$ cat src/ir_carrier_modulator_pkg.sv
// package: register map, field positions and reset values for the ir carrier modulator
package ir_carrier_modulator_pkg;
  // ==========================================================================
  // register byte addresses (apb, one aligned word each)
  localparam logic [7:0] ADDR_PRIMARY_HIGH = 8'h00;
  localparam logic [7:0] ADDR_PRIMARY_LOW = 8'h04;
  localparam logic [7:0] ADDR_SECONDARY_HIGH = 8'h08;
  localparam logic [7:0] ADDR_SECONDARY_LOW = 8'h0c;
  localparam logic [7:0] ADDR_CONTROL_STATUS = 8'h10;
  localparam logic [7:0] ADDR_MARK_BUFFER = 8'h14;
  localparam logic [7:0] ADDR_SPACE_BUFFER = 8'h18;
  // ==========================================================================
  // field positions
  localparam int LATCH_BIT = 7;
  localparam int CS_ENABLE_BIT = 0;
  localparam int CS_IRQ_ENABLE_BIT = 1;
  localparam int CS_MODE_BIT = 2;
  localparam int CS_BASEBAND_BIT = 3;
  localparam int CS_EXT_SPACE_BIT = 4;
  localparam int CS_HALF_RATE_BIT = 6;
  localparam int CS_END_OF_CYCLE_BIT = 7;
  // ==========================================================================
  // reset values and counts
  localparam logic [5:0] COUNT_RESET = 6'h01;
  localparam logic [11:0] PERIOD_RESET = 12'h000;
  localparam logic [7:0] CONTROL_RESET = 8'h00;
  localparam int OSC_PER_MOD_TICK = 8;
  localparam logic [2:0] MOD_TICK_LAST = 3'h7;
endpackage : ir_carrier_modulator_pkg

$ cat src/ir_carrier_modulator.sv
// ir carrier generator and mark/space modulator with apb register slave
//
// The placing of the registers and the APB interface to the registers were left to the implementer.
`timescale 1ns/1ps
module ir_carrier_modulator
  import ir_carrier_modulator_pkg::*;
(
  input wire logic clock_in,
  input wire logic arst_n_in,
  input wire logic psel_in,
  input wire logic penable_in,
  input wire logic pwrite_in,
  input wire logic [7:0] paddr_in,
  input wire logic [31:0] pwdata_in,
  output logic [31:0] prdata_out,
  output logic pready_out,
  output logic pslverr_out,
  output logic infrared_output_pin_out,
  output logic cycle_irq_out
);
  // ==========================================================================
  // apb decode
  logic access;
  logic wr;
  logic rd;
  logic mapped;
  assign access = psel_in && penable_in;
  assign wr = access && pwrite_in;
  assign rd = access && !pwrite_in;
  always_comb begin
    unique case (paddr_in)
      ADDR_PRIMARY_HIGH, ADDR_PRIMARY_LOW, ADDR_SECONDARY_HIGH, ADDR_SECONDARY_LOW,
      ADDR_CONTROL_STATUS, ADDR_MARK_BUFFER, ADDR_SPACE_BUFFER: mapped = 1'b1;
      default: mapped = 1'b0;
    endcase
  end

  // ==========================================================================
  // registers
  // primary and secondary count pairs
  logic [5:0] prim_high_q, prim_high_d, prim_low_q, prim_low_d;
  logic [5:0] sec_high_q, sec_high_d, sec_low_q, sec_low_d;
  logic [7:0] ctrl_q, ctrl_d;
  logic [11:0] mark_buf_q, mark_buf_d, space_buf_q, space_buf_d;
  logic latch_q, latch_d;
  logic latch_pend_q, latch_pend_d;
  logic latch_val_q, latch_val_d;
  logic eoc_q, eoc_d;
  logic status_read_q, status_read_d;
  logic eoc_event;
  logic enable;
  logic baseband_select;
  logic fsk;
  logic half;
  assign enable = ctrl_q[CS_ENABLE_BIT];
  assign baseband_select = ctrl_q[CS_BASEBAND_BIT];
  assign fsk = ctrl_q[CS_MODE_BIT];
  assign half = ctrl_q[CS_HALF_RATE_BIT];

  always_comb begin
    prim_high_d = prim_high_q;
    prim_low_d = prim_low_q;
    sec_high_d = sec_high_q;
    sec_low_d = sec_low_q;
    ctrl_d = ctrl_q;
    mark_buf_d = mark_buf_q;
    space_buf_d = space_buf_q;
    latch_d = latch_q;
    latch_pend_d = 1'b0;
    latch_val_d = latch_val_q;
    eoc_d = eoc_q;
    status_read_d = status_read_q;
    // the low-register write lands one oscillator period after the high one
    if (latch_pend_q) begin
      latch_d = latch_val_q;
    end
    if (wr) begin
      unique case (paddr_in)
        ADDR_PRIMARY_HIGH: begin
          prim_high_d = pwdata_in[5:0];
          latch_d = pwdata_in[LATCH_BIT];
        end
        ADDR_PRIMARY_LOW: begin
          prim_low_d = pwdata_in[5:0];
          latch_pend_d = 1'b1;
          latch_val_d = pwdata_in[LATCH_BIT];
        end
        ADDR_SECONDARY_HIGH: sec_high_d = pwdata_in[5:0];
        ADDR_SECONDARY_LOW: sec_low_d = pwdata_in[5:0];
        ADDR_CONTROL_STATUS: ctrl_d = {1'b0, pwdata_in[6:0]};
        ADDR_MARK_BUFFER: mark_buf_d = pwdata_in[11:0];
        ADDR_SPACE_BUFFER: space_buf_d = pwdata_in[11:0];
        default: ;
      endcase
    end
    // status read arms the clear; a buffer access then clears the flag
    if (rd && paddr_in == ADDR_CONTROL_STATUS) begin
      status_read_d = 1'b1;
    end
    if (access && (paddr_in == ADDR_MARK_BUFFER || paddr_in == ADDR_SPACE_BUFFER) && status_read_q) begin
      eoc_d = 1'b0;
      status_read_d = 1'b0;
    end
    if (eoc_event) begin
      eoc_d = 1'b1;
    end
  end

  always_ff @(posedge clock_in or negedge arst_n_in) begin
    if (!arst_n_in) begin
      prim_high_q <= COUNT_RESET;
      prim_low_q <= COUNT_RESET;
      sec_high_q <= COUNT_RESET;
      sec_low_q <= COUNT_RESET;
      ctrl_q <= CONTROL_RESET;
      mark_buf_q <= PERIOD_RESET;
      space_buf_q <= PERIOD_RESET;
      latch_q <= 1'b0;
      latch_pend_q <= 1'b0;
      latch_val_q <= 1'b0;
      eoc_q <= 1'b0;
      status_read_q <= 1'b0;
    end else begin
      prim_high_q <= prim_high_d;
      prim_low_q <= prim_low_d;
      sec_high_q <= sec_high_d;
      sec_low_q <= sec_low_d;
      ctrl_q <= ctrl_d;
      mark_buf_q <= mark_buf_d;
      space_buf_q <= space_buf_d;
      latch_q <= latch_d;
      latch_pend_q <= latch_pend_d;
      latch_val_q <= latch_val_d;
      eoc_q <= eoc_d;
      status_read_q <= status_read_d;
    end
  end

  // ==========================================================================
  // modulator/carrier engine
  logic running_q, running_d;
  logic half_ph_q, half_ph_d;
  logic [5:0] car_cnt_q, car_cnt_d;
  logic car_out_q, car_out_d;
  logic sec_sel_q, sec_sel_d;
  logic [2:0] div8_q, div8_d;
  logic [11:0] mod_cnt_q, mod_cnt_d;
  logic [11:0] space_reg_q, space_reg_d;
  logic in_space_q, in_space_d;
  logic ext_q, ext_d;
  logic gate_q, gate_d;
  logic tick;
  logic [5:0] cmp_val;
  logic car_period_end;
  logic mod_tick;
  logic [11:0] cnt_dec;

  assign tick = running_q && (!half || half_ph_q);
  assign cmp_val = car_out_q ? ((fsk && sec_sel_q) ? sec_high_q : prim_high_q)
                             : ((fsk && sec_sel_q) ? sec_low_q : prim_low_q);
  assign car_period_end = tick && !baseband_select && !car_out_q && (car_cnt_q + 6'h01 == cmp_val);
  assign cnt_dec = mod_cnt_q - 12'h001;
  assign mod_tick = fsk ? car_period_end : (tick && div8_q == MOD_TICK_LAST);
  // match of complemented counter ends the cycle
  assign eoc_event = mod_tick && in_space_q && (~cnt_dec == space_reg_q);

  always_comb begin
    running_d = running_q;
    half_ph_d = running_q ? !half_ph_q : 1'b0;
    car_cnt_d = car_cnt_q;
    car_out_d = car_out_q;
    sec_sel_d = sec_sel_q;
    div8_d = div8_q;
    mod_cnt_d = mod_cnt_q;
    space_reg_d = space_reg_q;
    in_space_d = in_space_q;
    ext_d = ext_q;
    gate_d = gate_q;
    if (!running_q) begin
      // enabling initialises everything; mark starts with carrier high
      // clocks start on enable
      if (enable) begin
        running_d = 1'b1;
        car_cnt_d = 6'h00;
        car_out_d = 1'b1;
        sec_sel_d = 1'b0;
        div8_d = 3'h0;
        mod_cnt_d = mark_buf_q;
        space_reg_d = space_buf_q;
        in_space_d = ctrl_q[CS_EXT_SPACE_BIT];
        ext_d = ctrl_q[CS_EXT_SPACE_BIT];
        gate_d = !ctrl_q[CS_EXT_SPACE_BIT];
      end
    end else begin
      if (tick) begin
        div8_d = div8_q + 3'h1;
        if (baseband_select) begin
          car_out_d = 1'b1;
          car_cnt_d = 6'h00;
        end else if (car_cnt_q + 6'h01 == cmp_val) begin
          car_cnt_d = 6'h00;
          car_out_d = !car_out_q;
        end else begin
          car_cnt_d = car_cnt_q + 6'h01;
        end
      end
      if (mod_tick) begin
        // count down through mark and space
        mod_cnt_d = cnt_dec;
        if (!in_space_q && mod_cnt_q == 12'h000) begin
          in_space_d = 1'b1;
          if (fsk && !ext_q) begin
            sec_sel_d = !sec_sel_q;
          end
          if (space_reg_q == 12'h000) begin
            in_space_d = 1'b0;
          end
        end
        if (eoc_event || (!in_space_q && mod_cnt_q == 12'h000 && space_reg_q == 12'h000)) begin
          mod_cnt_d = mark_buf_q;
          space_reg_d = space_buf_q;
          ext_d = ctrl_q[CS_EXT_SPACE_BIT];
          in_space_d = ctrl_q[CS_EXT_SPACE_BIT];
          if (!enable) begin
            running_d = 1'b0;
          end
        end
      end
      // gate opens with mark, closes only while carrier low, or at once in baseband
      if (!in_space_d && !ext_d) begin
        gate_d = 1'b1;
      end else if (!car_out_d || baseband_select) begin
        gate_d = 1'b0;
      end
      // carrier restarts as the gate opens, so no partial first pulse
      if (!gate_q && gate_d) begin
        car_cnt_d = 6'h00;
        car_out_d = 1'b1;
      end
      // zero space keeps the gate open across the pair switch
    end
  end

  always_ff @(posedge clock_in or negedge arst_n_in) begin
    if (!arst_n_in) begin
      running_q <= 1'b0;
      half_ph_q <= 1'b0;
      car_cnt_q <= 6'h00;
      car_out_q <= 1'b0;
      sec_sel_q <= 1'b0;
      div8_q <= 3'h0;
      mod_cnt_q <= PERIOD_RESET;
      space_reg_q <= PERIOD_RESET;
      in_space_q <= 1'b0;
      ext_q <= 1'b0;
      gate_q <= 1'b0;
    end else begin
      running_q <= running_d;
      half_ph_q <= half_ph_d;
      car_cnt_q <= car_cnt_d;
      car_out_q <= car_out_d;
      sec_sel_q <= sec_sel_d;
      div8_q <= div8_d;
      mod_cnt_q <= mod_cnt_d;
      space_reg_q <= space_reg_d;
      in_space_q <= in_space_d;
      ext_q <= ext_d;
      gate_q <= gate_d;
    end
  end

  // ==========================================================================
  // outputs
  logic pin_d;
  logic [31:0] rdata_d;
  always_comb begin
    if (!running_q) begin
      pin_d = latch_q;
    end else begin
      pin_d = gate_q && (car_out_q || baseband_select);
    end
    rdata_d = 32'h0000_0000;
    unique case (paddr_in)
      ADDR_PRIMARY_HIGH: rdata_d = {24'h000000, latch_q, 1'b0, prim_high_q};
      ADDR_PRIMARY_LOW: rdata_d = {24'h000000, latch_q, 1'b0, prim_low_q};
      ADDR_SECONDARY_HIGH: rdata_d = {26'h0000000, sec_high_q};
      ADDR_SECONDARY_LOW: rdata_d = {26'h0000000, sec_low_q};
      ADDR_CONTROL_STATUS: rdata_d = {24'h000000, eoc_q, ctrl_q[6:0]};
      ADDR_MARK_BUFFER: rdata_d = {20'h00000, mark_buf_q};
      ADDR_SPACE_BUFFER: rdata_d = {20'h00000, space_buf_q};
      default: rdata_d = 32'h0000_0000;
    endcase
  end

  always_ff @(posedge clock_in or negedge arst_n_in) begin
    if (!arst_n_in) begin
      prdata_out <= 32'h0000_0000;
      pready_out <= 1'b0;
      pslverr_out <= 1'b0;
      infrared_output_pin_out <= 1'b0;
      cycle_irq_out <= 1'b0;
    end else begin
      // no wait state: pready registered from setup
      pready_out <= psel_in && !penable_in;
      pslverr_out <= psel_in && !penable_in && !mapped;
      prdata_out <= rdata_d;
      infrared_output_pin_out <= pin_d;
      cycle_irq_out <= eoc_d && ctrl_d[CS_IRQ_ENABLE_BIT];
    end
  end

  // ==========================================================================
  // checks
  property p_idle_pin;
    @(posedge clock_in) disable iff (!arst_n_in) !running_q |=> infrared_output_pin_out == $past(latch_q);
  endproperty
  a_idle_pin: assert property (p_idle_pin) else $error("idle pin not latch");
  property p_latch_delay;
    @(posedge clock_in) disable iff (!arst_n_in) latch_pend_q |=> latch_q == $past(latch_val_q);
  endproperty
  a_latch_delay: assert property (p_latch_delay) else $error("delayed latch write lost");
  property p_count_range;
    @(posedge clock_in) disable iff (!arst_n_in) car_period_end |=> car_cnt_q == 6'h00 && car_out_q;
  endproperty
  a_count_range: assert property (p_count_range) else $error("carrier not restarted");
  property p_baseband_select_high;
    @(posedge clock_in) disable iff (!arst_n_in) running_q && baseband_select && tick |=> car_out_q;
  endproperty
  a_baseband_select_high: assert property (p_baseband_select_high) else $error("baseband carrier low");
  property p_eoc_set;
    @(posedge clock_in) disable iff (!arst_n_in) eoc_event |=> eoc_q;
  endproperty
  a_eoc_set: assert property (p_eoc_set) else $error("cycle flag not set");
  property p_stop_low;
    @(posedge clock_in) disable iff (!arst_n_in) !running_q && !enable |=> !running_q && $stable(mod_cnt_q);
  endproperty
  a_stop_low: assert property (p_stop_low) else $error("modulator counts while stopped");
  property p_gate_close;
    @(posedge clock_in) disable iff (!arst_n_in) $fell(gate_q) && !baseband_select |-> !car_out_q;
  endproperty
  a_gate_close: assert property (p_gate_close) else $error("gate closed on high carrier");
  property p_gate_restart;
    @(posedge clock_in) disable iff (!arst_n_in) $rose(gate_q) && !baseband_select |-> car_out_q && car_cnt_q == 6'h00;
  endproperty
  a_gate_restart: assert property (p_gate_restart) else $error("carrier not restarted at gate open");
  property p_div8;
    @(posedge clock_in) disable iff (!arst_n_in) running_q && !fsk && mod_tick |-> div8_q == MOD_TICK_LAST;
  endproperty
  a_div8: assert property (p_div8) else $error("modulator tick off divider");
endmodule : ir_carrier_modulator

$ cat config.mk
export PLATFORM = sky130hd
export DESIGN_NAME = ir_carrier_modulator
export DESIGN_NICKNAME = d
export VERILOG_FILES = /design/src/ir_carrier_modulator_pkg.sv /design/src/ir_carrier_modulator.sv
export SDC_FILE = /design/constraint.sdc
export NUM_CORES = 1
export LEC_CHECK = 0
export CAP_MARGIN = 25
export CELL_PAD_IN_SITES_DETAIL_PLACEMENT = 1
export CELL_PAD_IN_SITES_GLOBAL_PLACEMENT = 1
export CORE_MARGIN = 2
export CORE_UTILIZATION = 51
export CTS_CLUSTER_DIAMETER = 200
export DETAILED_ROUTE_END_ITERATION = 6
export DONT_BUFFER_PORTS = 1
export GPL_TIMING_DRIVEN = 0
export PLACE_DENSITY_LB_ADDON = 0.1
export RECOVER_POWER = 25
export SYNTH_ARGS = -nofsm -noshare
export SYNTH_HDL_FRONTEND = slang
export SYNTH_SLANG_ARGS = --single-unit
export TNS_END_PERCENT = 100
$ cat constraint.sdc
create_clock -name clock_in -period 3.35 [get_ports clock_in]
set_input_delay 0.67 -clock clock_in [delete_from_list [all_inputs] [get_ports clock_in]]
set_output_delay 0.67 -clock clock_in [all_outputs]
set_load 0.01 [all_outputs]
==> run summary <==
Largest net degree at the start of global routing -> 113
Number of antenna violations at the first check in global routing -> 0
Clk_skew -> 0.01060 ns
Ports -> 81
Final HPWL DP -> 12380 um
Layout cell share with drive strength beyond 1 -> 27.53%
Num rows -> 40
TNS Setup -> 0 ns
Worst hold path type -> input pin to async pin
Die X -> 115.3 um
VDD IR max -> 0.3774 mV
Most common cell after layout, fill and taps aside -> dfrtp_1
Post-synth EDFFs -> 0
Final std cells w/o fill -> 811
F_max -> 298.8 MHz
Total core area -> 0.01206 mm2
Crit path DAT -> 3.71 ns
Final core occ -> 61.29%
TritonCTS clock tree -> yes
Clk pwr share -> 38.2%
Setup violations, final -> 0
Switching share of power -> 32.84%
Comb power frac -> 30.0%
Switching power -> 1.651 mW
Internal power -> 3.378 mW
Max Fanout on Critical Path -> 10
Worst-margin pin slew -> 2.732 ns
Crit path from -> car_out_q$_DFFE_PN0P_
First-pass GRT wire length -> 29120 um
Chip height -> 115.3 um
Syn Inst Count -> 581
Ant. Diodes -> 0
CTS Root Cell -> clkbuf_16
Final Hold Viols -> 0
WS Path Type -> flip-flop to flip-flop
DR iter-0 viols -> 383
Crit share post-route -> 99.92%
Max_cap viols -> 1
Total GRT Usage -> 29.52%
Top_reg_cell synth -> dfrtp_1
DR vias -> 4830
Router iterations before antenna repair -> 7
Die area -> 0.01330 mm2
Via density -> 5.956
Overflow after GRT -> 0
CP Launch Type -> flip-flop
Crit-path cells -> buf_4 -> mux4_2 -> xnor2_1 -> nand4_1 -> o21ai_4 -> and4_2 -> o32ai_4 -> o41ai_1 -> a31o_2
Lkg Pwr -> 3.493 nW
Tot Pwr -> 5.029 mW
ANT nets after route -> 0
Clock transition at path regs -> 0.06 ns
Buffer depth of the longest clock path -> 2
Layout fillers -> 1235
Fin nets -> 680
Slew margin rel. -> -82.16%
Post-synthesis sequential area ratio -> 46.02%
Critical Path Sink Type -> flip-flop
H-tree depth -> 4
Result of the run -> finished, violations left
Clock insertion delay at the later pin of the skew report -> 0.42 ns
Crit-path max cell delay -> 0.59 ns
Cells after DPL -> 768
Hold Slack -> 0.09346 ns
Reg-to-Reg Start -> car_out_q$_DFFE_PN0P_
Top delay family on crit path -> compound AO/OA/AOI/OAI gates
Final wirelength -> 18700 um
Wire per inst -> 23.05 um
Vias in the first global route -> 5203
Failing checks -> capacitance limit, slew limit
Worst endpoint required time -> 3.71 ns
Netlist cell types -> 81
PD cells -> 680.3 mW/mm2
Area grow syn2layout -> 16.99%
Critical-path cell with the highest stage delay -> mux4_2
YS warnings -> 0
Final min period -> 3.347 ns
Max-slew violations -> 113
# DRC -> 0
Asr flop ratio synth -> 100.0%
Syn_area_per_cell -> 10.88 um2
Clock Sinks -> 116
Flop pwr share -> 31.8%
Mapped cell area -> 0.006319 mm2
FF+latch count, synth -> 116
GPL Wtd Cong -> 0.8668
CTS buffer count -> 17
Commonest non-fill, non-tap cells in the layout -> dfrtp_1, nand2_1, mux2_2
IO buf count -> 0
Starting Density -> 52.39%
Buffers and inverters on the worst path -> 1
-- layer usage --
| metal | vias up | share of wire, % | global-route usage, % |
|---|---|---|---|
| met4 | 0 | 1.8 | 9.719 |
| met1 | 2487 | 42 | 39.01 |
| met2 | 156 | 51 | 49.43 |
| met3 | 31 | 4.9 | 5.271 |
| li1 | 2156 | - | - |
| met5 | - | 0 | 0 |
-- worst paths after layout --
path	cells after the start	to	slack [ns]
max in group asynchronous	1	car_cnt_q[3]$_DFFE_PN0P_	0.63
worst max register to register	9	car_cnt_q[2]$_DFFE_PN0P_	0.003
min in group clock_in	1	prdata_out[7]$_DFF_PN0_	0.32
worst max-delay path	9	car_cnt_q[2]$_DFFE_PN0P_	0.003
worst min-delay path	0	prim_low_q[0]$_DFFE_PN1P_	0.09
worst min register to register	1	half_ph_q$_DFF_PN0_	0.44
-- registers in the layout, indices dropped and copies added, names as in the netlist, 7 cells and up --
signal / cells
mod_cnt_q: 12
space_buf_q: 12
prdata_out: 12
mark_buf_q: 12
space_reg_q: 12
ctrl_q: 7
-- layout make-up --
cell class | instances | area (um2) | area share, %
Clock inverter | 9 | 152.6 | 2.065
Inverter | 21 | 78.83 | 1.066
Sequential cell | 116 | 2908 | 39.34
Tap cell | 168 | 210.2 | 2.844
Multi-Input combinational cell | 415 | 3182 | 43.04
Timing Repair Buffer | 12 | 87.58 | 1.185
Clock buffer | 22 | 464.2 | 6.280
Buffer | 48 | 309.0 | 4.181
-- power by group through the flow --
| stage | Sequential, mW | Clock, mW | Combinational, mW |
|---|---|---|---|
| after floorplan | 1.58 | 0 | 0.983 |
| after global placement | 1.61 | 0 | 1.21 |
| after detailed placement | 1.61 | 0 | 1.27 |
| after CTS | 1.60 | 1.93 | 1.38 |
| after global routing | 1.61 | 1.99 | 1.64 |
| final | 1.60 | 1.92 | 1.51 |
-- cell usage after synthesis, types with 7 or more instances --
library cell,instances,share of area (%)
xor2_1,7,0.97
buf_4,20,2.4
mux2i_1,21,3.3
nand2_1,64,3.8
mux2_4,10,2.4
nand3_1,18,1.4
dfrtp_1,112,44
xnor2_1,16,2.2
a21oi_1,9,0.71
nor3_1,14,1.1
o21ai_0,25,2.0
inv_1,20,1.2
nor2_1,28,1.7
a221o_1,8,1.3
clkbuf_1,19,1.1
mux2_2,55,9.8
-- per-stage QoR --
stage	area, um2	setup slack [ns]
3_3_place_gp	6600	-0.1991
3_5_place_dp	6600	-0.2448
4_1_cts	7297	0.02160
2_1_floorplan	6390	0.4133
6_report	7392	0.002772
5_1_grt	7392	-0.05586
-- cell families (layout without fill, tap and decap cells) --
| kind of cell | count (synthesis) | after routing | share of synthesized area (%) |
|---|---|---|---|
| compound gates | 100 | 100 | 11.92 |
| xor+xnor | 24 | 24 | 3.564 |
| simple gates | 175 | 175 | 14.02 |
| other cells | 1 | 20 | 0.05935 |
| buf+inv | 69 | 112 | 5.980 |
| mux | 92 | 92 | 17.64 |
| fa+ha+maj | 4 | 4 | 0.7921 |
| flops | 116 | 116 | 46.02 |
-- what timing repair did --
| item | CTS | global route |
|---|---|---|
| cloned | 0 | 0 |
| endpoints found under the hold margin | 112 | 0 |
| setup endpoints to repair | 26 | 41 |
| resized for setup | 7 | 17 |
| pin swaps | 2 | 9 |
| buffers inserted | 3 | 8 |
| hold buffers | 1 | 0 |
(Power assumes the default switching activity.)
